## config.mk

```make
export PLATFORM = sky130hd
export DESIGN_NAME = tcu_core
export DESIGN_NICKNAME = d
export VERILOG_FILES = /design/src/inc/tcu_pkg.sv /design/src/rtl/tcu_edge.sv /design/src/rtl/tcu_core.sv
export SDC_FILE = /design/constraint.sdc
export NUM_CORES = 1
export LEC_CHECK = 0
export ABC_AREA = 1
export BUFFER_PORTS_ARGS = -buffer_cell sky130_fd_sc_hd__buf_2
export CORE_UTILIZATION = 25
export DETAILED_ROUTE_END_ITERATION = 6
export HOLD_SLACK_MARGIN = 0.06
export PLACE_DENSITY = 0.45
export SLEW_MARGIN = 20
export SYNTH_ARGS = -nofsm -noshare
export SYNTH_HDL_FRONTEND = slang
export SYNTH_SLANG_ARGS = --single-unit
```

## constraint.sdc

```tcl
create_clock -name clk -period 7.5 [get_ports clk]
set_input_delay 0.75 -clock clk [delete_from_list [all_inputs] [get_ports clk]]
set_output_delay 0.75 -clock clk [all_outputs]
set_load 0.02 [all_outputs]
```

## src/inc/tcu_pkg.sv

```systemverilog
package tcu_pkg;

    // ********************************************************
    // Register locations on the 8-bit bus.
    // ********************************************************
    localparam logic [3:0] A_CNT_L  = 4'h0;
    localparam logic [3:0] A_CNT_H  = 4'h1;
    localparam logic [3:0] A_CAP_L  = 4'h2;
    localparam logic [3:0] A_CAP_H  = 4'h3;
    localparam logic [3:0] A_CMPA_L = 4'h4;
    localparam logic [3:0] A_CMPA_H = 4'h5;
    localparam logic [3:0] A_CTL_A  = 4'h6;
    localparam logic [3:0] A_CTL_B  = 4'h7;
    localparam logic [3:0] A_FLAG   = 4'h8;
    localparam logic [3:0] A_MASK   = 4'h9;

    // ********************************************************
    // Field positions.
    // ********************************************************
    localparam int CTLA_MODE_LO = 0;
    localparam int CTLB_CS      = 0;
    localparam int CTLB_MODE_HI = 3;
    localparam int CTLB_EDGE   = 6;
    localparam int FLAG_OVF    = 0;
    localparam int FLAG_CAP    = 5;

    // ********************************************************
    // Clock select codes and prescaler taps.
    // ********************************************************
    localparam logic [2:0] CS_STOP    = 3'h0;
    localparam logic [2:0] CS_DIV1    = 3'h1;
    localparam logic [2:0] CS_DIV8    = 3'h2;
    localparam logic [2:0] CS_DIV64   = 3'h3;
    localparam logic [2:0] CS_DIV256  = 3'h4;
    localparam logic [2:0] CS_DIV1024 = 3'h5;
    localparam logic [2:0] CS_EXT_FALL = 3'h6;
    localparam logic [2:0] CS_EXT_RISE = 3'h7;
    localparam logic [9:0] PS_M8    = 10'h007;
    localparam logic [9:0] PS_M64   = 10'h03f;
    localparam logic [9:0] PS_M256  = 10'h0ff;
    localparam logic [9:0] PS_M1024 = 10'h3ff;

    // ********************************************************
    // Count values and reset values.
    // ********************************************************
    localparam logic [15:0] CNT_ZERO  = 16'h0000;
    localparam logic [15:0] CNT_ONE   = 16'h0001;
    localparam logic [15:0] CNT_MAX   = 16'hffff;
    localparam logic [15:0] TOP_8BIT  = 16'h00ff;
    localparam logic [15:0] TOP_9BIT  = 16'h01ff;
    localparam logic [15:0] TOP_10BIT = 16'h03ff;
    localparam logic [7:0]  BYTE_RST  = 8'h00;

    // ********************************************************
    // Wave modes.
    // ********************************************************
    localparam logic [3:0] M_NORMAL   = 4'h0;
    localparam logic [3:0] M_PC8      = 4'h1;
    localparam logic [3:0] M_PC9      = 4'h2;
    localparam logic [3:0] M_PC10     = 4'h3;
    localparam logic [3:0] M_CTC_CMP  = 4'h4;
    localparam logic [3:0] M_FAST8    = 4'h5;
    localparam logic [3:0] M_FAST9    = 4'h6;
    localparam logic [3:0] M_FAST10   = 4'h7;
    localparam logic [3:0] M_PFC_CAP  = 4'h8;
    localparam logic [3:0] M_PFC_CMP  = 4'h9;
    localparam logic [3:0] M_PC_CAP   = 4'ha;
    localparam logic [3:0] M_PC_CMP   = 4'hb;
    localparam logic [3:0] M_CTC_CAP  = 4'hc;
    localparam logic [3:0] M_FAST_CAP = 4'he;
    localparam logic [3:0] M_FAST_CMP = 4'hf;

    typedef enum logic {
        TCU_UP   = 1'b0,
        TCU_DOWN = 1'b1
    } tcu_dir_type;

endpackage : tcu_pkg

```

## src/rtl/tcu_edge.sv

```systemverilog
`timescale 1ns/1ps
`default_nettype none
module tcu_edge
    import tcu_pkg::*;
(
    input  wire logic clk,
    input  wire logic rst_b,
    input  wire logic pin_in,
    output logic      rise,
    output logic      fall
);

    // ********************************************************
    // Two-stage synchroniser followed by the edge history.
    // ********************************************************
    typedef struct packed {
        logic meta;
        logic sync;
        logic prev;
        logic [2:0] live;
    } tcu_edge_state_type;

    tcu_edge_state_type s_q;
    tcu_edge_state_type s_d;

    always_comb
    begin
        s_d      = s_q;
        s_d.meta = pin_in;
        s_d.sync = s_q.meta;
        s_d.prev = s_q.sync;
        s_d.live = {s_q.live[1:0], 1'b1};
    end

    always_ff @(posedge clk or negedge rst_b)
    begin
        if (!rst_b)
        begin
            s_q <= '0;
        end
        else
        begin
            s_q <= s_d;
        end
    end

    // Edges stay masked until the history holds real samples, so a pin
    // that idles high does not fake a rising edge after reset.
    assign rise = s_q.live[2] & s_q.sync & ~s_q.prev;
    assign fall = s_q.live[2] & ~s_q.sync & s_q.prev;

endmodule : tcu_edge
`default_nettype wire

```

## src/rtl/tcu_core.sv

```systemverilog
`timescale 1ns/1ps
`default_nettype none
module tcu_core
    import tcu_pkg::*;
(
    input  wire logic       clk,
    input  wire logic       rst_b,
    input  wire logic [3:0] io_addr,
    input  wire logic       io_wr,
    input  wire logic       io_rd,
    input  wire logic [7:0] io_wdata,
    output logic      [7:0] io_rdata,
    input  wire logic       t1_pin,
    input  wire logic       capture_pin,
    input  wire logic       comparator_output,
    input  wire logic       comparator_source_select,
    input  wire logic       ovf_irq_ack,
    input  wire logic       cap_irq_ack,
    output logic            ovf_irq,
    output logic            cap_irq,
    output logic            count_top_hit,
    output logic            count_floor_hit
);

    // ********************************************************
    // State.
    // ********************************************************
    typedef struct packed {
        logic [15:0] count;
        logic [15:0] capt;
        logic [15:0] cmpa;
        logic [7:0]  temp;
        logic [7:0]  ctl_a;
        logic [7:0]  ctl_b;
        logic [9:0]  presc;
        tcu_dir_type dir;
        logic        flag_ovf;
        logic        flag_cap;
        logic        msk_ovf;
        logic        msk_cap;
        logic [7:0]  rdata;
        logic        top_hit;
        logic        floor_hit;
        logic        ovf_irq;
        logic        cap_irq;
    } tcu_state_type;

    tcu_state_type s_q;
    tcu_state_type s_d;

    logic [3:0]  mode;
    logic [2:0]  csel;
    logic [15:0] top;
    logic        dual;
    logic        cap_top;
    logic        ovf_max;
    logic        tick;
    logic        cap_src;
    logic        cap_rise;
    logic        cap_fall;
    logic        t1_rise;
    logic        t1_fall;
    logic        cap_evt;
    logic        ovf_set;
    logic [7:0]  rd_val;

    // ********************************************************
    // Pin sampling and edge detection.
    // ********************************************************
    // The source mux sits ahead of the synchroniser, so a source
    // switch looks like a level change and may capture.
    assign cap_src = comparator_source_select ? comparator_output
                                              : capture_pin;

    tcu_edge u_cap_edge (
        .clk    (clk),
        .rst_b  (rst_b),
        .pin_in (cap_src),
        .rise   (cap_rise),
        .fall   (cap_fall)
    );

    tcu_edge u_t1_edge (
        .clk    (clk),
        .rst_b  (rst_b),
        .pin_in (t1_pin),
        .rise   (t1_rise),
        .fall   (t1_fall)
    );

    // ********************************************************
    // Mode decode.
    // ********************************************************
    assign mode = {s_q.ctl_b[CTLB_MODE_HI +: 2],
                   s_q.ctl_a[CTLA_MODE_LO +: 2]};
    assign csel = s_q.ctl_b[CTLB_CS +: 3];

    always_comb
    begin
        case (mode)
            M_PC8, M_FAST8:       top = TOP_8BIT;
            M_PC9, M_FAST9:       top = TOP_9BIT;
            M_PC10, M_FAST10:     top = TOP_10BIT;
            M_CTC_CMP, M_PFC_CMP,
            M_PC_CMP, M_FAST_CMP: top = s_q.cmpa;
            M_PFC_CAP, M_PC_CAP,
            M_CTC_CAP, M_FAST_CAP: top = s_q.capt;
            default:              top = CNT_MAX;
        endcase
    end

    assign dual    = (mode == M_PC8) || (mode == M_PC9) ||
                     (mode == M_PC10) || (mode == M_PFC_CAP) ||
                     (mode == M_PFC_CMP) || (mode == M_PC_CAP) ||
                     (mode == M_PC_CMP);
    assign cap_top = (mode == M_PFC_CAP) || (mode == M_PC_CAP) ||
                     (mode == M_CTC_CAP) || (mode == M_FAST_CAP);
    assign ovf_max = (mode == M_NORMAL) || (mode == M_CTC_CMP) ||
                     (mode == M_CTC_CAP);

    // ********************************************************
    // Tick selection.
    // ********************************************************
    always_comb
    begin
        case (csel)
            CS_STOP:     tick = 1'b0;
            CS_DIV1:     tick = 1'b1;
            CS_DIV8:     tick = (s_q.presc & PS_M8) == PS_M8;
            CS_DIV64:    tick = (s_q.presc & PS_M64) == PS_M64;
            CS_DIV256:   tick = (s_q.presc & PS_M256) == PS_M256;
            CS_DIV1024:  tick = s_q.presc == PS_M1024;
            CS_EXT_FALL: tick = t1_fall;
            CS_EXT_RISE: tick = t1_rise;
            default:     tick = 1'b0;
        endcase
    end

    // The capture input is idle while the capture register holds
    // the ceiling, so a stray edge cannot corrupt the period.
    assign cap_evt = !cap_top && (s_q.ctl_b[CTLB_EDGE] ? cap_rise
                                                       : cap_fall);

    // ********************************************************
    // Read mux.
    // ********************************************************
    always_comb
    begin
        case (io_addr)
            A_CNT_L:  rd_val = s_q.count[7:0];
            A_CNT_H:  rd_val = s_q.temp;
            A_CAP_L:  rd_val = s_q.capt[7:0];
            A_CAP_H:  rd_val = s_q.temp;
            A_CMPA_L: rd_val = s_q.cmpa[7:0];
            A_CMPA_H: rd_val = s_q.cmpa[15:8];
            A_CTL_A:  rd_val = s_q.ctl_a;
            A_CTL_B:  rd_val = s_q.ctl_b;
            A_FLAG:   rd_val = {2'h0, s_q.flag_cap, 4'h0, s_q.flag_ovf};
            A_MASK:   rd_val = {2'h0, s_q.msk_cap, 4'h0, s_q.msk_ovf};
            default:  rd_val = BYTE_RST;
        endcase
    end

    // ********************************************************
    // Next state.
    // ********************************************************
    always_comb
    begin
        s_d     = s_q;
        ovf_set = 1'b0;
        s_d.presc = (csel == CS_STOP) ? 10'h000 : s_q.presc + 10'h001;

        if (tick)
        begin
            if (dual)
            begin
                if (s_q.dir == TCU_UP)
                begin
                    if (s_q.count == top)
                    begin
                        s_d.dir   = TCU_DOWN;
                        s_d.count = s_q.count - CNT_ONE;
                    end
                    else
                    begin
                        s_d.count = s_q.count + CNT_ONE;
                    end
                end
                else
                begin
                    if (s_q.count == CNT_ZERO)
                    begin
                        s_d.dir   = TCU_UP;
                        s_d.count = s_q.count + CNT_ONE;
                    end
                    else
                    begin
                        s_d.count = s_q.count - CNT_ONE;
                        ovf_set   = s_q.count == CNT_ONE;
                    end
                end
            end
            else
            begin
                s_d.dir   = TCU_UP;
                s_d.count = (s_q.count == top) ? CNT_ZERO
                                               : s_q.count + CNT_ONE;
                ovf_set   = ovf_max ? (s_q.count == CNT_MAX)
                                    : (s_q.count == top);
            end
        end

        s_d.capt = cap_evt ? s_q.count : s_q.capt;

        if (io_rd)
        begin
            s_d.rdata = rd_val;
            if (io_addr == A_CNT_L)
            begin
                s_d.temp = s_q.count[15:8];
            end
            if (io_addr == A_CAP_L)
            begin
                s_d.temp = s_q.capt[15:8];
            end
        end

        if (io_wr)
        begin
            case (io_addr)
                A_CNT_L:  s_d.count = {s_q.temp, io_wdata};
                A_CNT_H,
                A_CAP_H,
                A_CMPA_H: s_d.temp = io_wdata;
                A_CAP_L:  s_d.capt = cap_top ? {s_q.temp, io_wdata}
                                             : s_d.capt;
                A_CMPA_L: s_d.cmpa = {s_q.temp, io_wdata};
                A_CTL_A:  s_d.ctl_a = io_wdata;
                A_CTL_B:  s_d.ctl_b = io_wdata;
                A_FLAG:
                begin
                    s_d.flag_ovf = s_q.flag_ovf & ~io_wdata[FLAG_OVF];
                    s_d.flag_cap = s_q.flag_cap & ~io_wdata[FLAG_CAP];
                end
                A_MASK:
                begin
                    s_d.msk_ovf = io_wdata[FLAG_OVF];
                    s_d.msk_cap = io_wdata[FLAG_CAP];
                end
                default:  s_d.temp = s_q.temp;
            endcase
        end

        // Set terms come last so that a new event beats any clear.
        s_d.flag_ovf = (s_d.flag_ovf & ~ovf_irq_ack) | ovf_set;
        s_d.flag_cap = (s_d.flag_cap & ~cap_irq_ack) | cap_evt;

        s_d.ovf_irq   = s_d.flag_ovf & s_d.msk_ovf;
        s_d.cap_irq   = s_d.flag_cap & s_d.msk_cap;
        s_d.top_hit   = s_d.count == top;
        s_d.floor_hit = s_d.count == CNT_ZERO;
    end

    always_ff @(posedge clk or negedge rst_b)
    begin
        if (!rst_b)
        begin
            s_q           <= '0;
            s_q.floor_hit <= 1'b1;
        end
        else
        begin
            s_q <= s_d;
        end
    end

    assign io_rdata        = s_q.rdata;
    assign ovf_irq         = s_q.ovf_irq;
    assign cap_irq         = s_q.cap_irq;
    assign count_top_hit   = s_q.top_hit;
    assign count_floor_hit = s_q.floor_hit;
endmodule : tcu_core
`default_nettype wire

```

==> out/qor.txt <==
run status = finished clean
vias in the first global route = 6638
Power Dens Cells = 342.6 nW/um^2
largest net degree at the start of global routing = 56
final total power = 2.721 mW
cts bufs inserted = 9
dpl ws = 3.759 ns
complex-gate fraction of the synthesized area = 0.1578
Worst R2R Path Depth = 24
Starting Density = 0.2565
VDD IR-drop max = 0.0001187 V
worst setup margin = 3.685 ns
first-pass GRT wire length = 40670 um
Post-route DRC = 0
Crit Reg-Reg Endpoint = count_top_hit
initial antenna violation count = 0
Port-buffer cells = 33
cell mode on critical path = nand2_1
Synth Cell Area = 7186 sq um
synth unique cells = 41
DR pass1 iterations = 5
FMAX = 262.1 MHz
Seq/Total Area, Yosys = 0.3763
GRT busiest layer = met2
Pleak = 3.821 nW
flop-to-flop setup slack = 3.69 ns
Worst Hold Path EP = u_cap_edge.s_d[3]
Max Cap Violations = 0
Fin. Hold Viols = 0
die span in x = 171.5 um
Mean Syn Cell Area = 6.889 sq um
share of layout cells above drive strength 1 = 0.07817
dpl hpwl = 20350 um
GP Congestion = 0.9379
Synth Area in Simple Gates = 0.3317
Post-synth EDFFs = 0
clk_skew = 0.01565 ns
setup violators final = 0
Worst-path clk slew = 0.07 ns
Crit Path Category = reg -> reg
hold_buf cts = 0
CTS HTree Levels = 3
Min-Delay Path Class = reg -> reg
die height = 171.5 um
met3 Use GR = 0.02278
Post-CTS Resized = 0
per-cell routed wire length = 18.63 um
Max Slew Vio Count = 0
minimum clock period = 3.815 ns
HP Start = u_cap_edge.s_d[4]
RR Startpoint = mode[3]
post-synthesis async set-or-reset flop share = 1.000
Synth Area in Adders = 0.01045
postcts setup bufs = 0
All-Layer GR Usage = 0.1872
RSZ-0062 raised after global routing = false
Area Overhead vs Synth = 10.55%
Synth Area in XOR/XNOR = 0.02438
row cnt = 61
CP max-delay cell = dfrtp_1
CTS tree = done
WHS = 0.3496 ns
DR vias/cell = 4.930
Worst path max stage delay = 0.51 ns
core area = 28010 sq um
CP cell instances = inv_2 > nor2_2 > nor2_1 > nand2_4 > nand3_1 > nand2_1 > nand2_1 > nor2_1 > nand2_1 > nor2_1 > nand2_2 > nand2_4 > nand3_1 > nand2_1 > nand2_1 > nand2_1 > nand2_1 > inv_2 > nor2_1 > nor2_1 > nand2_1 > nor2_1 > nand2_1 > nor2_1
Slew HR = 0.2901
WP buf/inv = 2
Hold Crit Depth = 0
Worst setup EP type = flop
Main synth FF type = dfrtp_1
M2 GR Usage = 0.2830
YS warnings = 0
setup TNS = 0 ns
Die Area = 29420 sq um
main combinational cell family by area after synthesis = simple AND/OR/NAND/NOR gates
WL final = 26590 um
Vias = 7035
I/O pins = 34
Worst-Margin Slew = 1.062 ns
DRT iter0 DRCs = 706
gr ovfl total = 0
crit-path leading delay family = simple AND/OR/NAND/NOR gates
Layout Nets = 1073
Root Buffer = clkbuf_16
Post-Synthesis Cells = 1043
final clock period utilization by the worst path = 0.5086
met1 Use GR = 0.2688
mux share of post-synthesis cell area = 0.001567
DRT antenna net count = 0
Worst setup SP type = flop
deepest clock path buffer count = 2
CTS Sinks = 108
clock latency on the worst-skew pair = 0.37 ns
largest fanout on the critical path = 32
CP required = 7.79 ns
Yosys reg bits = 108
Syn Nets = 1071
fin util = 0.2836
Worst EP arrival = 4.11 ns
# diodes = 0
==> cell type report <==
class                   count  area [sq um]
repair buffers             41         227.7
flip-flops and latches    108          2704
clock inverters             5         67.56
clock buffers              10         239.0
fillers                  3103         20070
multi-input cells         767          3790
well taps                 378         473.0
inverters                 118         442.9
==> power by group <==
| part | leakage [nW] | internal (mW) | switching (mW) |
|---|---|---|---|
| clock | 0.151 | 0.273 | 0.243 |
| sequential | 1.31 | 0.737 | 0.242 |
| combinational | 2.36 | 0.393 | 0.834 |
| total | 3.82 | 1.40 | 1.32 |
==> cell usage after synthesis (12+ instances only) <==
master | count | area (sq um)
o22ai_1 | 12 | 75.07
clkbuf_1 | 32 | 120.1
o21ai_0 | 85 | 425.4
nor2_1 | 79 | 296.5
nor3_1 | 21 | 105.1
a221oi_1 | 15 | 131.4
inv_1 | 109 | 409.1
dfrtp_1 | 107 | 2678
nand3_1 | 60 | 300.3
o211ai_1 | 19 | 142.6
a21oi_1 | 41 | 205.2
xor2_1 | 19 | 166.4
nand2_1 | 324 | 1216
nand4_1 | 26 | 162.7
==> worst max-delay path by stage <==
stage	slack, ns	cells after the start	start	to
after global routing	3.32	24	mode[3]	count_top_hit
after floorplan	4.92	27	mode[0]	count_top_hit
final	3.69	24	mode[3]	count_top_hit
after detailed placement	3.76	23	mode[3]	count_top_hit
after global placement	3.69	17	io_addr[2]	count_top_hit
after CTS	3.73	23	mode[3]	count_top_hit
==> routing by layer <==
layer	vias to the layer above	wire, um	share of wire
met5	-	0	0
met4	0	784	0.029
met3	38	1438	0.054
met2	242	11640	0.44
met1	3320	12720	0.48
li1	3435	-	-
==> per-stage QoR <==
stage,instances,cell area (sq um)
after floorplan,1043,7186
after global placement,1412,7632
after detailed placement,1412,7637
after CTS,1427,7944
after global routing,1427,7944
final,1427,7944
==> sequential cells by signal, summed over array words and instances (netlist names) <==
signal / flops
cap_irq: 1
count_floor_hit: 1
count_top_hit: 1
csel: 3
io_rdata: 8
mode: 4
ovf_irq: 1
s_q: 80
u_cap_edge.s_d: 2
u_cap_edge.s_q: 2
u_t1_edge.s_d: 4
u_t1_edge.s_q: 1
==> placed cells by master (no fill, tap or decap), drive strengths merged, types with 10 or more instances in the layout <==
| cell type | Yosys | layout |
|---|---|---|
| nand4 | 26 | 26 |
| o22ai | 12 | 12 |
| clkbuf | 32 | 10 |
| nand3b | 11 | 11 |
| o211ai | 19 | 19 |
| o21ai | 85 | 85 |
| inv | 112 | 115 |
| nor3 | 21 | 21 |
| xor2 | 19 | 19 |
| a221oi | 15 | 15 |
| nor2 | 82 | 82 |
| dfrtp | 107 | 107 |
| nand2 | 330 | 330 |
| nand3 | 70 | 70 |
| a21oi | 41 | 41 |
| buf | 18 | 41 |
==> cells by family (layout without fill, tap and decap cells) <==
group	count (synthesis)	after routing
mux	1	1
buf+inv	168	174
simple gates	547	547
compound gates	192	192
other cells	1	1
flops	108	108
fa+ha+maj	6	6
xor+xnor	20	20
Note: power is estimated with default switching activity, not from simulation.
